<file path="src/rtl/pspc_pkg.sv">
// =====================================================================
// power state pin control constants
// =====================================================================
package pspc_pkg;

  // configuration space placement and reset value
  localparam logic [2:0]  CFG_FUNC_NUM  = 3'h3;
  localparam logic [7:0]  REG_OFFSET    = 8'h50;
  localparam logic [31:0] REG_RESET     = 32'h1800_0000;
  localparam logic [31:0] LOCKABLE_MASK = 32'h1E00_0000;  // enable and ratio
  localparam logic [31:0] LOCK_MASK     = 32'h2000_0000;

  // per-state enable bytes
  localparam int C2_LSB  = 0;
  localparam int C3_LSB  = 8;
  localparam int POS_LSB = 16;

  // bit positions inside one state byte
  localparam int EN_CACHE_SLEEP = 0;
  localparam int EN_DRAM_STOP   = 1;
  localparam int EN_STOP_CLOCK  = 2;
  localparam int EN_CPU_STOP    = 3;
  localparam int EN_PCI_STOP    = 4;
  localparam int EN_PROC_SLEEP  = 5;
  localparam int EN_SUSPEND     = 6;
  localparam int EN_PROC_RESET  = 7;

  // upper byte fields
  localparam int TIMER_SUPPRESS_BIT = 24;
  localparam int RATIO_LSB          = 25;
  localparam int THERMAL_ALERT_IN_N_EN_BIT       = 28;
  localparam int LOCK_BIT           = 29;
  localparam int INTBUS_KEEP_BIT    = 31;

  // power state codes presented by the power management logic
  localparam logic [2:0] PS_FULL_ON = 3'h0;
  localparam logic [2:0] PS_C2      = 3'h1;
  localparam logic [2:0] PS_C3      = 3'h2;
  localparam logic [2:0] PS_POS     = 3'h3;
  localparam logic [2:0] PS_STR     = 3'h4;
  localparam logic [2:0] PS_STD     = 3'h5;
  localparam logic [2:0] PS_SOFT_OFF_STATE    = 3'h6;

  // pin function select indices
  localparam int FSEL_CACHE_SLEEP = 0;
  localparam int FSEL_CPU_STOP    = 1;
  localparam int FSEL_PCI_STOP    = 2;
  localparam int FSEL_PROC_SLEEP  = 3;
  localparam int FSEL_SUSPEND     = 4;

  // timing
  localparam int CLK_PERIOD_NS  = 10;
  localparam int CPU_RESET_NS   = 1000;
  localparam int CPU_RESET_CYC  = (CPU_RESET_NS + CLK_PERIOD_NS - 1) / CLK_PERIOD_NS;
  localparam int SLOT_NS        = 1000;
  localparam int SLOT_CYC       = (SLOT_NS + CLK_PERIOD_NS - 1) / CLK_PERIOD_NS;
  localparam int THROTTLE_SLOTS = 8;

  // low-power states with a pin enable byte
  function automatic logic is_low_state(input logic [2:0] st);
    return (st == PS_C2) || (st == PS_C3) || (st == PS_POS);
  endfunction : is_low_state

  // enable byte of a state, zero outside the low-power states
  function automatic logic [7:0] state_byte(input logic [31:0] ctrl, input logic [2:0] st);
    logic [7:0] b;
    b = 8'h00;
    if (st == PS_C2) b = ctrl[C2_LSB +: 8];
    if (st == PS_C3) b = ctrl[C3_LSB +: 8];
    if (st == PS_POS) b = ctrl[POS_LSB +: 8];
    return b;
  endfunction : state_byte

endpackage : pspc_pkg

</file>
<file path="src/rtl/pspc_thr_if.sv">
`timescale 1ns/1ns
// =====================================================================
// throttle duty generator link
// =====================================================================
interface pspc_thr_if;
  logic       run;    // throttling requested
  logic [2:0] ratio;  // duty ratio code
  logic       stop;   // stop-clock request, active high
  modport ctl (output run, output ratio, input stop);
  modport gen (input run, input ratio, output stop);
endinterface : pspc_thr_if

</file>
<file path="src/rtl/pspc_duty_gen.sv">
`timescale 1ns/1ns
// =====================================================================
// eight-slot stop-clock duty generator
// =====================================================================
module pspc_duty_gen #(
  parameter int SLOT_CYC = pspc_pkg::SLOT_CYC
) (
  // clock and reset
  input wire logic    CLK,
  input wire logic    RST_N,
  // throttle link
  pspc_thr_if.gen     thr
);

  logic [15:0] slot_cnt_reg;
  logic [2:0]  slot_idx_reg;
  logic        stop_reg;
  logic [3:0]  active_slots;
  logic        slot_end;
  logic        stop_next;

  // slots asserted per period: code 1 gives 7, code 7 gives 1, code 0 none
  assign active_slots = (thr.ratio == 3'h0) ? 4'h0 : 4'(4'h8 - {1'b0, thr.ratio});
  assign slot_end     = (slot_cnt_reg == 16'(SLOT_CYC - 1));
  assign stop_next    = thr.run && ({1'b0, slot_idx_reg} < active_slots);

  // slot timer, held at the start of a period while idle
  always_ff @(posedge CLK) begin
    if (!RST_N || !thr.run) begin
      slot_cnt_reg <= 16'h0000;
      slot_idx_reg <= 3'h0;
    end else if (slot_end) begin
      slot_cnt_reg <= 16'h0000;
      slot_idx_reg <= 3'(slot_idx_reg + 3'h1);
    end else begin
      slot_cnt_reg <= 16'(slot_cnt_reg + 16'h0001);
    end
  end

  // registered duty output
  always_ff @(posedge CLK) begin
    if (!RST_N) stop_reg <= 1'b0;
    else        stop_reg <= stop_next;
  end

  assign thr.stop = stop_reg;

  // =====================================================================
  // checks
  // =====================================================================
  property p_duty_slots;
    @(posedge CLK) disable iff (!RST_N)
      (thr.run && thr.ratio != 3'h0) |=>
        (stop_reg == ({1'b0, $past(slot_idx_reg)} < 4'(4'h8 - {1'b0, $past(thr.ratio)})));
  endproperty
  a_duty_slots: assert property (p_duty_slots) else $error("duty slot count wrong");

  property p_duty_idle;
    @(posedge CLK) disable iff (!RST_N)
      (!thr.run || thr.ratio == 3'h0) |=> !stop_reg;
  endproperty
  a_duty_idle: assert property (p_duty_idle) else $error("stop asserted while idle");

  c_duty_wrap: cover property (@(posedge CLK) disable iff (!RST_N)
    thr.run && slot_end && slot_idx_reg == 3'h7);

endmodule : pspc_duty_gen

</file>
<file path="src/rtl/pspc_pin_ctrl.sv">
`timescale 1ns/1ns
// =====================================================================
// power state pin control
// =====================================================================
//
// Contract
// - C2 enables in byte 0, C3 in byte 1, powered-on suspend in byte 2.
// - stop-clock asserted in a state only if enabled; otherwise no outputs for it.
// - cache sleep follows its state enable, only when its pin function selected.
// - DRAM stop output follows its state enable, active low.
// - CPU and PCI clock stop follow enables, each gated by pin function select.
// - processor sleep follows its enable when the pin function is selected.
// - suspend follows its enable and pin select; held high when enable clear.
// - processor reset pulses on return to full-on from an enabled state.
// - timer interrupt 0 suppressed from suspend command through suspend when bit set.
// - three-bit ratio codes 1 to 7 give 87.5 down to 12.5 percent.
// - thermal throttle when enabled and thermal input asserted.
// - thermal throttling beats normal throttling, off in all sleep states.
// - lock bit set-only, cleared by reset, freezes thermal enable and ratio.
// - write that sets lock still updates thermal enable and ratio.
// - interrupt bus clock kept in suspend if enabled, else low after stop-grant.
// - register at function 3 offset 50h, resets to 1800_0000h.
module pspc_pin_ctrl #(
  parameter int RESET_CYC = pspc_pkg::CPU_RESET_CYC,
  parameter int SLOT_CYC  = pspc_pkg::SLOT_CYC
) (
  // clock and reset
  input  wire logic        CLK,
  input  wire logic        RST_N,
  // configuration space access
  input  wire logic [2:0]  CFG_FUNC,
  input  wire logic [7:0]  CFG_OFFSET,
  input  wire logic [3:0]  CFG_BE,
  input  wire logic        CFG_WR,
  input  wire logic        CFG_RD,
  input  wire logic [31:0] CFG_WDATA,
  output logic      [31:0] CFG_RDATA,
  output logic             CFG_ACK,
  // power management side
  input  wire logic [2:0]  PWR_STATE,
  input  wire logic [4:0]  PIN_FUNC_SEL,
  input  wire logic        NORM_THROTTLE_STOP,
  input  wire logic        SUSPEND_ENTRY_CMD,
  input  wire logic        STOP_GRANT_DONE,
  input  wire logic        PIT_IRQ0_IN,
  // pins
  input  wire logic        THERMAL_ALERT_IN_N,
  output logic             STOP_CLOCK_OUT_N,
  output logic             CACHE_SLEEP_OUT,
  output logic             DRAM_STOP_OUT_N,
  output logic             CPU_CLOCK_STOP_OUT_N,
  output logic             PCI_CLOCK_STOP_OUT_N,
  output logic             PROCESSOR_SLEEP_OUT_N,
  output logic             SUSPEND_OUT_N,
  output logic             PROCESSOR_RESET_OUT_N,
  output logic             IRQ0_OUT,
  output logic             INTERRUPT_BUS_CLOCK_RUN
);

  typedef enum logic {PSPC_RST_IDLE, PSPC_RST_PULSE} pspc_rst_state_t;

  logic [31:0]     ctrl_reg, ctrl_next;
  logic [2:0]      prev_state_reg;
  logic            thermal_alert_in_n_s1_reg, thermal_alert_in_n_s2_reg, thermal_alert_in_n_s3_reg;
  logic            thermal_active_reg;
  logic            pos_entry_reg;
  pspc_rst_state_t rst_state_reg, rst_state_next;
  logic [15:0]     rst_cnt_reg;
  logic [15:0]     rst_low_reg;

  pspc_thr_if thr_bus ();

  // =====================================================================
  // configuration register
  // =====================================================================
  wire        cfg_hit  = (CFG_FUNC == pspc_pkg::CFG_FUNC_NUM) &&
                         (CFG_OFFSET[7:2] == pspc_pkg::REG_OFFSET[7:2]);
  wire        hit_wr   = cfg_hit && CFG_WR;
  wire        hit_rd   = cfg_hit && CFG_RD;
  wire        locked   = ctrl_reg[pspc_pkg::LOCK_BIT];
  wire [31:0] be_mask  = {{8{CFG_BE[3]}}, {8{CFG_BE[2]}}, {8{CFG_BE[1]}}, {8{CFG_BE[0]}}};
  wire [31:0] lk_mask  = locked ? pspc_pkg::LOCKABLE_MASK : 32'h0000_0000;
  wire [31:0] wr_mask  = hit_wr ? (be_mask & ~lk_mask & ~pspc_pkg::LOCK_MASK) : 32'h0000_0000;
  wire        lock_set = hit_wr && CFG_BE[3] && CFG_WDATA[pspc_pkg::LOCK_BIT];

  // lock uses the old value, so the setting write still lands
  assign ctrl_next = (ctrl_reg & ~wr_mask) | (CFG_WDATA & wr_mask) |
                     (lock_set ? pspc_pkg::LOCK_MASK : 32'h0000_0000);

  // register and read answer
  always_ff @(posedge CLK) begin
    if (!RST_N) begin
      ctrl_reg  <= pspc_pkg::REG_RESET;
      CFG_RDATA <= 32'h0000_0000;
      CFG_ACK   <= 1'b0;
    end else begin
      ctrl_reg  <= ctrl_next;
      CFG_RDATA <= hit_rd ? ctrl_reg : 32'h0000_0000;
      CFG_ACK   <= CFG_RD || CFG_WR;
    end
  end

  // =====================================================================
  // state pin enables
  // =====================================================================
  wire [7:0] cur_byte  = pspc_pkg::state_byte(ctrl_reg, PWR_STATE);
  wire [7:0] prev_byte = pspc_pkg::state_byte(ctrl_reg, prev_state_reg);
  wire       in_low    = pspc_pkg::is_low_state(PWR_STATE);
  wire       stop_en   = in_low && cur_byte[pspc_pkg::EN_STOP_CLOCK];
  wire       in_sleep  = in_low || (PWR_STATE == pspc_pkg::PS_STR) ||
                         (PWR_STATE == pspc_pkg::PS_STD) || (PWR_STATE == pspc_pkg::PS_SOFT_OFF_STATE);

  wire cache_on = stop_en && cur_byte[pspc_pkg::EN_CACHE_SLEEP] &&
                  PIN_FUNC_SEL[pspc_pkg::FSEL_CACHE_SLEEP];
  wire dram_on  = stop_en && cur_byte[pspc_pkg::EN_DRAM_STOP];
  wire cpu_on   = stop_en && cur_byte[pspc_pkg::EN_CPU_STOP] &&
                  PIN_FUNC_SEL[pspc_pkg::FSEL_CPU_STOP];
  wire pci_on   = stop_en && cur_byte[pspc_pkg::EN_PCI_STOP] &&
                  PIN_FUNC_SEL[pspc_pkg::FSEL_PCI_STOP];
  wire sleep_on = stop_en && cur_byte[pspc_pkg::EN_PROC_SLEEP] &&
                  PIN_FUNC_SEL[pspc_pkg::FSEL_PROC_SLEEP];
  wire susp_on  = stop_en && cur_byte[pspc_pkg::EN_SUSPEND] &&
                  PIN_FUNC_SEL[pspc_pkg::FSEL_SUSPEND];

  // =====================================================================
  // thermal throttling
  // =====================================================================
  // thermal pin synchroniser, change taken once stages two and three agree
  always_ff @(posedge CLK) begin
    if (!RST_N) begin
      thermal_alert_in_n_s1_reg       <= 1'b1;
      thermal_alert_in_n_s2_reg       <= 1'b1;
      thermal_alert_in_n_s3_reg       <= 1'b1;
      thermal_active_reg <= 1'b0;
    end else begin
      thermal_alert_in_n_s1_reg <= THERMAL_ALERT_IN_N;
      thermal_alert_in_n_s2_reg <= thermal_alert_in_n_s1_reg;
      thermal_alert_in_n_s3_reg <= thermal_alert_in_n_s2_reg;
      if (thermal_alert_in_n_s2_reg == thermal_alert_in_n_s3_reg) thermal_active_reg <= !thermal_alert_in_n_s3_reg;
    end
  end

  wire [2:0] ratio     = ctrl_reg[pspc_pkg::RATIO_LSB +: 3];
  // only in full-on with a legal ratio; all sleep states suppress it
  wire       thermal_alert_in_n_run = ctrl_reg[pspc_pkg::THERMAL_ALERT_IN_N_EN_BIT] && thermal_active_reg &&
                         !in_sleep && (ratio != 3'h0);

  assign thr_bus.run   = thermal_alert_in_n_run;
  assign thr_bus.ratio = ratio;

  pspc_duty_gen #(
    .SLOT_CYC (SLOT_CYC)
  ) u_duty (
    .CLK   (CLK),
    .RST_N (RST_N),
    .thr   (thr_bus.gen)
  );

  // low-power enable first, then thermal over normal throttling
  wire stop_on = in_low ? stop_en : (thermal_alert_in_n_run ? thr_bus.stop : NORM_THROTTLE_STOP);

  // =====================================================================
  // suspend entry tracking
  // =====================================================================
  // set by the entry command, cleared on return to full-on; set wins
  always_ff @(posedge CLK) begin
    if (!RST_N)                                   pos_entry_reg <= 1'b0;
    else if (SUSPEND_ENTRY_CMD)                   pos_entry_reg <= 1'b1;
    else if (PWR_STATE == pspc_pkg::PS_FULL_ON)   pos_entry_reg <= 1'b0;
  end

  wire irq0_block = pos_entry_reg && ctrl_reg[pspc_pkg::TIMER_SUPPRESS_BIT];
  wire clk_drop   = pos_entry_reg && STOP_GRANT_DONE &&
                    !ctrl_reg[pspc_pkg::INTBUS_KEEP_BIT];

  // =====================================================================
  // processor reset on return to full-on
  // =====================================================================
  wire crst_trig = (PWR_STATE == pspc_pkg::PS_FULL_ON) &&
                   pspc_pkg::is_low_state(prev_state_reg) &&
                   prev_byte[pspc_pkg::EN_STOP_CLOCK] && prev_byte[pspc_pkg::EN_PROC_RESET];
  wire rst_last  = (rst_cnt_reg == 16'(RESET_CYC - 1));

  // pulse sequencer next state
  always_comb begin
    rst_state_next = rst_state_reg;
    unique case (rst_state_reg)
      PSPC_RST_IDLE:  if (crst_trig) rst_state_next = PSPC_RST_PULSE;
      PSPC_RST_PULSE: if (rst_last) rst_state_next = PSPC_RST_IDLE;
    endcase
  end

  // pulse sequencer registers
  always_ff @(posedge CLK) begin
    if (!RST_N) begin
      rst_state_reg  <= PSPC_RST_IDLE;
      rst_cnt_reg    <= 16'h0000;
      prev_state_reg <= pspc_pkg::PS_FULL_ON;
    end else begin
      rst_state_reg  <= rst_state_next;
      rst_cnt_reg    <= (rst_state_reg == PSPC_RST_PULSE) ? 16'(rst_cnt_reg + 16'h0001)
                                                          : 16'h0000;
      prev_state_reg <= PWR_STATE;
    end
  end

  // =====================================================================
  // output flops
  // =====================================================================
  always_ff @(posedge CLK) begin
    if (!RST_N) begin
      STOP_CLOCK_OUT_N        <= 1'b1;
      CACHE_SLEEP_OUT         <= 1'b0;
      DRAM_STOP_OUT_N         <= 1'b1;
      CPU_CLOCK_STOP_OUT_N    <= 1'b1;
      PCI_CLOCK_STOP_OUT_N    <= 1'b1;
      PROCESSOR_SLEEP_OUT_N   <= 1'b1;
      SUSPEND_OUT_N           <= 1'b1;
      PROCESSOR_RESET_OUT_N   <= 1'b1;
      IRQ0_OUT                <= 1'b0;
      INTERRUPT_BUS_CLOCK_RUN <= 1'b1;
    end else begin
      STOP_CLOCK_OUT_N        <= !stop_on;
      CACHE_SLEEP_OUT         <= cache_on;
      DRAM_STOP_OUT_N         <= !dram_on;
      CPU_CLOCK_STOP_OUT_N    <= !cpu_on;
      PCI_CLOCK_STOP_OUT_N    <= !pci_on;
      PROCESSOR_SLEEP_OUT_N   <= !sleep_on;
      SUSPEND_OUT_N           <= !susp_on;
      PROCESSOR_RESET_OUT_N   <= !(rst_state_next == PSPC_RST_PULSE);
      IRQ0_OUT                <= PIT_IRQ0_IN && !irq0_block;
      if (PWR_STATE == pspc_pkg::PS_FULL_ON) INTERRUPT_BUS_CLOCK_RUN <= 1'b1;
      else if (clk_drop)                     INTERRUPT_BUS_CLOCK_RUN <= 1'b0;
    end
  end

  // =====================================================================
  // checks
  // =====================================================================
  property p_c3_byte;
    @(posedge CLK) disable iff (!RST_N)
      (PWR_STATE == pspc_pkg::PS_C3) |=>
        (DRAM_STOP_OUT_N == !($past(ctrl_reg[10]) && $past(ctrl_reg[9])));
  endproperty
  a_c3_byte: assert property (p_c3_byte) else $error("C3 byte not used");

  property p_stop_gate;
    @(posedge CLK) disable iff (!RST_N)
      (in_low && !cur_byte[pspc_pkg::EN_STOP_CLOCK]) |=>
        (STOP_CLOCK_OUT_N && !CACHE_SLEEP_OUT && DRAM_STOP_OUT_N && CPU_CLOCK_STOP_OUT_N &&
         PCI_CLOCK_STOP_OUT_N && PROCESSOR_SLEEP_OUT_N && SUSPEND_OUT_N);
  endproperty
  a_stop_gate: assert property (p_stop_gate) else $error("output without stop enable");

  property p_cache_sel;
    @(posedge CLK) disable iff (!RST_N)
      !PIN_FUNC_SEL[pspc_pkg::FSEL_CACHE_SLEEP] |=> !CACHE_SLEEP_OUT;
  endproperty
  a_cache_sel: assert property (p_cache_sel) else $error("cache sleep without select");

  property p_cpu_stop;
    @(posedge CLK) disable iff (!RST_N)
      (stop_en && cur_byte[pspc_pkg::EN_CPU_STOP] && PIN_FUNC_SEL[pspc_pkg::FSEL_CPU_STOP])
        |=> !CPU_CLOCK_STOP_OUT_N;
  endproperty
  a_cpu_stop: assert property (p_cpu_stop) else $error("cpu clock stop missing");

  property p_susp_high;
    @(posedge CLK) disable iff (!RST_N)
      !cur_byte[pspc_pkg::EN_SUSPEND] |=> SUSPEND_OUT_N;
  endproperty
  a_susp_high: assert property (p_susp_high) else $error("suspend with enable clear");

  // check helper: length of the current low run on the processor reset pin
  always_ff @(posedge CLK) begin
    if (!RST_N || PROCESSOR_RESET_OUT_N) rst_low_reg <= 16'h0000;
    else                                 rst_low_reg <= 16'(rst_low_reg + 16'h0001);
  end

  property p_reset_pulse;
    @(posedge CLK) disable iff (!RST_N)
      (crst_trig && rst_state_reg == PSPC_RST_IDLE) |=>
        !PROCESSOR_RESET_OUT_N ##[1:1000]
          (PROCESSOR_RESET_OUT_N && rst_low_reg == 16'(RESET_CYC));
  endproperty
  a_reset_pulse: assert property (p_reset_pulse) else $error("reset pulse wrong");

  property p_irq0_block;
    @(posedge CLK) disable iff (!RST_N)
      (SUSPEND_ENTRY_CMD && ctrl_reg[pspc_pkg::TIMER_SUPPRESS_BIT] &&
       !hit_wr) ##1 (PWR_STATE != pspc_pkg::PS_FULL_ON && !hit_wr) |=> !IRQ0_OUT;
  endproperty
  a_irq0_block: assert property (p_irq0_block) else $error("timer irq not suppressed");

  property p_thermal_alert_in_n_sleep;
    @(posedge CLK) disable iff (!RST_N)
      in_sleep |=> !thr_bus.stop;
  endproperty
  a_thermal_alert_in_n_sleep: assert property (p_thermal_alert_in_n_sleep) else $error("thermal throttle in sleep");

  property p_lock_hold;
    @(posedge CLK) disable iff (!RST_N)
      locked |=> (ctrl_reg[28:25] == $past(ctrl_reg[28:25])) && locked;
  endproperty
  a_lock_hold: assert property (p_lock_hold) else $error("locked field changed");

  property p_lock_same_write;
    @(posedge CLK) disable iff (!RST_N)
      (lock_set && !locked) |=> (ctrl_reg[28:25] == $past(CFG_WDATA[28:25]));
  endproperty
  a_lock_same_write: assert property (p_lock_same_write) else $error("lock write lost");

  property p_intbus_drop;
    @(posedge CLK) disable iff (!RST_N)
      (clk_drop && PWR_STATE != pspc_pkg::PS_FULL_ON) |=> !INTERRUPT_BUS_CLOCK_RUN;
  endproperty
  a_intbus_drop: assert property (p_intbus_drop) else $error("bus clock not stopped");

  property p_reset_value;
    @(posedge CLK) !RST_N |=> (ctrl_reg == pspc_pkg::REG_RESET);
  endproperty
  a_reset_value: assert property (p_reset_value) else $error("bad reset value");

  c_thermal_alert_in_n_throttle: cover property (@(posedge CLK) disable iff (!RST_N)
    thermal_alert_in_n_run && !STOP_CLOCK_OUT_N);
  c_proc_reset: cover property (@(posedge CLK) disable iff (!RST_N)
    crst_trig && rst_state_reg == PSPC_RST_IDLE);
  c_lock_write: cover property (@(posedge CLK) disable iff (!RST_N) lock_set && !locked);

endmodule : pspc_pin_ctrl

</file>
<file path="config.mk">
export PLATFORM = sky130hd
export DESIGN_NAME = pspc_pin_ctrl
export DESIGN_NICKNAME = d
export VERILOG_FILES = /design/src/rtl/pspc_pkg.sv /design/src/rtl/pspc_thr_if.sv /design/src/rtl/pspc_duty_gen.sv /design/src/rtl/pspc_pin_ctrl.sv
export SDC_FILE = /design/constraint.sdc
export NUM_CORES = 1
export LEC_CHECK = 0
export BUFFER_PORTS_ARGS = -buffer_cell sky130_fd_sc_hd__buf_2
export CORE_MARGIN = 1.5
export CORE_UTILIZATION = 55
export DETAILED_ROUTE_END_ITERATION = 7
export GPL_ROUTABILITY_DRIVEN = 0
export HOLD_SLACK_MARGIN = 0.15
export PLACE_DENSITY = 0.82
export SLEW_MARGIN = 10
export SYNTH_ARGS = -nofsm -noshare
export SYNTH_HDL_FRONTEND = slang
export SYNTH_SLANG_ARGS = --single-unit
</file>
<file path="constraint.sdc">
create_clock -name CLK -period 3.3 [get_ports CLK]
set_input_delay 0.165 -clock CLK [delete_from_list [all_inputs] [get_ports CLK]]
set_output_delay 0.165 -clock CLK [all_outputs]
set_load 0.02 [all_outputs]
</file>
==> metrics.txt <==
# TYPE chip_impl_metric gauge
chip_impl_info{name="status",value="finished clean"} 1
chip_impl_metric{name="finalHoldViolations",unit=""} 0
chip_impl_metric{name="finalHoldWorstSlack",unit="ns"} 0.207
chip_impl_info{name="hold_path_startpoint",value="RST_N"} 1
chip_impl_metric{name="first_global_vias",unit=""} 4204
chip_impl_metric{name="synth-adder-area-share",unit="%"} 1.93
chip_impl_metric{name="totalPowerFinal",unit="mW"} 3.38
chip_impl_metric{name="drc_marker_count_from_the_first_detailed_route_iteration",unit=""} 366
chip_impl_metric{name="placement_rows",unit=""} 32
chip_impl_metric{name="die_area",unit="µm²"} 8820
chip_impl_metric{name="rr_worst_depth",unit=""} 7
chip_impl_metric{name="postPlaceCellArea",unit="µm²"} 5120
chip_impl_metric{name="syn_inst",unit=""} 496
chip_impl_info{name="critPathTopFamily",value="buffers and inverters"} 1
chip_impl_info{name="largest_family_of_logic_cells_by_synthesized_area",value="simple AND/OR/NAND/NOR gates"} 1
chip_impl_metric{name="floorplan.core_area",unit="µm²"} 7850
chip_impl_metric{name="detail_route.first_pass.iterations",unit=""} 5
chip_impl_metric{name="vias",unit=""} 4287
chip_impl_metric{name="cts_repair_resized_insts",unit=""} 0
chip_impl_metric{name="initial_antenna_violation_count",unit=""} 0
chip_impl_metric{name="crit_path_max_fanout",unit=""} 19
chip_impl_metric{name="static-leakage-power",unit="nW"} 2.55
chip_impl_metric{name="report.final.setup_viol",unit=""} 0
chip_impl_metric{name="max_cap_viol_count",unit=""} 0
chip_impl_metric{name="global_route_wire_length_before_repair",unit="µm"} 20200
chip_impl_info{name="crit-reg2reg-capture",value="STOP_CLOCK_OUT_N$_SDFF_PN1_"} 1
chip_impl_info{name="clock_tree_from_tritoncts",value="yes"} 1
chip_impl_metric{name="postCtsSetupBuffers",unit=""} 0
chip_impl_metric{name="netSwitchingPower",unit="mW"} 0.745
chip_impl_metric{name="initial_core_util",unit="%"} 58.0
chip_impl_metric{name="wl_per_cell",unit="µm"} 16.6
chip_impl_info{name="grt_setup_unrepaired",value="no"} 1
chip_impl_info{name="most_prevalent_standard_cell_on_the_critical_path",value="sky130_fd_sc_hd__dlygate4sd3_1"} 1
chip_impl_metric{name="mappedNetlistArea",unit="µm²"} 4550
chip_impl_metric{name="gr-usage-all-layers",unit="%"} 30.3
chip_impl_info{name="worst_setup_ep_type",value="flip-flop"} 1
chip_impl_metric{name="synthSimpleGateAreaFrac",unit="%"} 27.4
chip_impl_metric{name="min_path_cells",unit=""} 2
chip_impl_metric{name="dp_hpwl",unit="µm"} 7110
chip_impl_metric{name="clock_latency",unit="ns"} 0.51
chip_impl_info{name="clock_tree.root_cell",value="sky130_fd_sc_hd__clkbuf_8"} 1
chip_impl_metric{name="io_buffer_count",unit=""} 104
chip_impl_metric{name="via_per_inst",unit=""} 5.57
chip_impl_metric{name="synth_edf_count",unit=""} 0
chip_impl_metric{name="ctsLongestPathBuffers",unit=""} 2
chip_impl_metric{name="place_inst",unit=""} 683
chip_impl_metric{name="final_slew_viol_count",unit=""} 0
chip_impl_metric{name="cell_internal_power_dissipation",unit="mW"} 2.64
chip_impl_metric{name="maximum_achievable_frequency",unit="GHz"} 0.443
chip_impl_metric{name="timing.critical_path.buf_inv",unit=""} 3
chip_impl_metric{name="antenna-diode-count",unit=""} 0
chip_impl_metric{name="final_period_minus_worst_setup_slack",unit="ns"} 2.26
chip_impl_metric{name="share_comb_of_total_power",unit="%"} 4.5
chip_impl_metric{name="post-route-cell-area",unit="µm²"} 6240
chip_impl_metric{name="reg2reg_slack",unit="ns"} 1.05
chip_impl_metric{name="top_level_ports",unit=""} 107
chip_impl_info{name="postSynth.topFlopCell",value="sky130_fd_sc_hd__dfxtp_1"} 1
chip_impl_metric{name="pwr-share-clk",unit="%"} 52.3
chip_impl_metric{name="synth_xor_area_share",unit="%"} 5.01
chip_impl_metric{name="cts-hold-fix-buffers",unit=""} 54
chip_impl_metric{name="maxSlewHeadroom",unit="%"} 44.6
chip_impl_metric{name="cpPeakStageDelay",unit="ns"} 0.55
chip_impl_metric{name="width_of_the_chip",unit="µm"} 93.9
chip_impl_metric{name="critical_path_required",unit="ns"} 3.76
chip_impl_metric{name="async_flop_share",unit="%"} 0
chip_impl_metric{name="drc",unit=""} 0
chip_impl_metric{name="flop_and_latch_count_out_of_synthesis",unit=""} 120
chip_impl_info{name="startpoint_type",value="input pin"} 1
chip_impl_metric{name="clock_skew",unit="ns"} 0.00631
chip_impl_metric{name="final-instance-count-excl-fill",unit=""} 769
chip_impl_metric{name="dieHeight",unit="µm"} 93.9
chip_impl_metric{name="setup-tns-final",unit="ns"} 0
chip_impl_metric{name="antenna_violating_nets_post_route",unit=""} 0
chip_impl_metric{name="sequentialPowerShare",unit="%"} 43.2
chip_impl_metric{name="finalNetCount",unit=""} 725
chip_impl_metric{name="worstMarginPinSlew",unit="ns"} 0.830
chip_impl_info{name="ys_top_cells_by_area",value="sky130_fd_sc_hd__dfxtp_1 (53%), sky130_fd_sc_hd__nand3_1 (4.7%), sky130_fd_sc_hd__and2_1 (4.5%)"} 1
chip_impl_metric{name="numCtsBuffers",unit=""} 17
chip_impl_metric{name="finalCritPeriodShare",unit="%"} 68.5
chip_impl_metric{name="synth_cell_types",unit=""} 45
chip_impl_metric{name="drive_above_1_share",unit="%"} 22.3
chip_impl_metric{name="power.density_cell_area",unit="nW/µm²"} 542
chip_impl_metric{name="cp.arrival",unit="ns"} 2.72
chip_impl_metric{name="netSwitchingFraction",unit="%"} 22.0
chip_impl_metric{name="critical_path_depth",unit=""} 7
chip_impl_info{name="slowest_cell_on_crit_path",value="sky130_fd_sc_hd__dlygate4sd3_1"} 1
chip_impl_metric{name="largest_net_degree_at_the_start_of_global_routing",unit=""} 47
chip_impl_metric{name="synth_top_area_share",unit="%"} 52.8
chip_impl_metric{name="vdd_ir_drop_max",unit="V"} 0.000389
chip_impl_info{name="synth_largest_area_cell",value="sky130_fd_sc_hd__dfxtp_1"} 1
chip_impl_info{name="timing_worst_setup_path_type",value="input pin to flip-flop"} 1
chip_impl_metric{name="post_synth_mux_area_share",unit="%"} 1.60
chip_impl_metric{name="number_of_clock_sinks",unit=""} 120
chip_impl_info{name="timing.critical_path.cells",value="dlygate4sd3_1 -> buf_2 -> nor2b_1 -> a22oi_1 -> nor3b_2 -> and3_1 -> dlygate4sd3_1"} 1
chip_impl_metric{name="wirelength",unit="µm"} 12700
chip_impl_metric{name="ys.warnings.count",unit=""} 0
chip_impl_metric{name="layout-area-overhead-vs-synth",unit="%"} 37.1
chip_impl_metric{name="grt_overflow_total",unit=""} 0
chip_impl_metric{name="synth_area_per_cell",unit="µm²"} 9.17
chip_impl_metric{name="clk_pin_slew",unit="ns"} 0.06
chip_impl_metric{name="fraction_of_the_mapped_netlist_area_in_compound_gates",unit="%"} 8.12
chip_impl_metric{name="synth.yosys.seq_area_share",unit="%"} 52.8
chip_impl_metric{name="htree_levels",unit=""} 4
chip_impl_metric{name="syn_nets",unit=""} 567
chip_impl_info{name="hold_path.class",value="input pin to flip-flop"} 1
metal layers:
| layer | track usage [%] | vias up | part of all wire, % |
|---|---|---|---|
| met2 | 49.6 | 233 | 48 |
| met3 | 9.39 | 52 | 8.1 |
| met4 | 17.2 | 0 | 4.5 |
| li1 | - | 2027 | - |
| met5 | 0 | - | 0 |
| met1 | 35.0 | 1975 | 39 |
cells by family after synthesis:
| logic type | count (synthesis) |
|---|---|
| compound gates | 65 |
| flops | 120 |
| xor+xnor | 26 |
| fa+ha+maj | 7 |
| mux | 7 |
| simple gates | 237 |
| buf+inv | 34 |
worst reg2reg max path: cells and delay by family, from the launching register on:
family,cells,cell delay [ns]
AOI/OAI and AO/OA,2,0.44
adders and majority gates,2,0.41
buffers and inverters,2,0.68
DFF,1,0.38
and+or+nand+nor,1,0.28
Yosys cell counts, types with 2 or more instances:
cell type / number
sky130_fd_sc_hd__xnor2_1: 20
sky130_fd_sc_hd__buf_2: 5
sky130_fd_sc_hd__nand4_1: 12
sky130_fd_sc_hd__and2_1: 33
sky130_fd_sc_hd__nand3_1: 43
sky130_fd_sc_hd__inv_1: 13
sky130_fd_sc_hd__o21ai_0: 14
sky130_fd_sc_hd__nor3_1: 13
sky130_fd_sc_hd__and3_1: 4
sky130_fd_sc_hd__nand3b_1: 3
sky130_fd_sc_hd__nand2b_1: 5
sky130_fd_sc_hd__nor2b_1: 7
sky130_fd_sc_hd__ha_1: 7
sky130_fd_sc_hd__nor4_1: 11
sky130_fd_sc_hd__clkbuf_1: 15
sky130_fd_sc_hd__xor2_1: 6
sky130_fd_sc_hd__a31oi_1: 2
sky130_fd_sc_hd__a21oi_1: 13
sky130_fd_sc_hd__nand2_1: 48
sky130_fd_sc_hd__o211ai_1: 4
sky130_fd_sc_hd__and4bb_2: 3
sky130_fd_sc_hd__o21ai_1: 24
sky130_fd_sc_hd__and3b_1: 2
sky130_fd_sc_hd__dfxtp_1: 120
sky130_fd_sc_hd__nor2_1: 43
sky130_fd_sc_hd__mux2i_1: 5
sky130_fd_sc_hd__or3_1: 3
power groups by stage:
stage               Combinational [mW]  Sequential, mW  Clock, mW
finish                           0.152            1.46       1.77
global route                     0.164            1.46       1.85
CTS                              0.146            1.46       1.78
detailed placement              0.0973            1.49          0
global placement                0.0956            1.49          0
floorplan                       0.0446            1.49          0
placed cells by master (no fill, tap or decap), types with 14 or more instances in the layout:
master and n:
sky130_fd_sc_hd__nand2_1 48, sky130_fd_sc_hd__dfxtp_1 120, sky130_fd_sc_hd__nand3_1 43, sky130_fd_sc_hd__o21ai_1 24
sky130_fd_sc_hd__xnor2_1 20, sky130_fd_sc_hd__dlygate4sd3_1 54, sky130_fd_sc_hd__and2_1 33, sky130_fd_sc_hd__nor2_1 43
sky130_fd_sc_hd__clkbuf_16 16, sky130_fd_sc_hd__o21ai_0 14, sky130_fd_sc_hd__buf_2 104
cell type report:
cell class	instances	area [µm²]
well taps	102	128
fillers	459	1610
inverters	13	48.8
clock inverters	14	150
flip-flops and latches	120	2400
clock buffers	18	428
repair buffers	160	1080
multi-input cells	342	2000
per-stage QoR:
step / util (%) / worst slack (ns)
6_report: 79.5 / 1.04
4_1_cts: 79.5 / 1.18
5_1_grt: 79.5 / 0.914
2_1_floorplan: - / 1.62
3_5_place_dp: 65.2 / 1.26
3_3_place_gp: 65.2 / 1.36
how the worst max path moves through the flow:
stage / end / slack (ns) / start
global route: STOP_CLOCK_OUT_N$_SDFF_PN1_ / 0.91 / flip-flop
finish: CACHE_SLEEP_OUT$_SDFF_PN0_ / 1.04 / PWR_STATE[0]
global placement: u_duty.slot_cnt_reg[14]$_SDFF_PP0_ / 1.36 / flip-flop
CTS: STOP_CLOCK_OUT_N$_SDFF_PN1_ / 1.18 / flip-flop
detailed placement: u_duty.slot_cnt_reg[6]$_SDFF_PP0_ / 1.26 / flip-flop
floorplan: u_duty.thr.stop$_SDFF_PN0_ / 1.62 / flip-flop
Power figures use the tool's default switching activity.
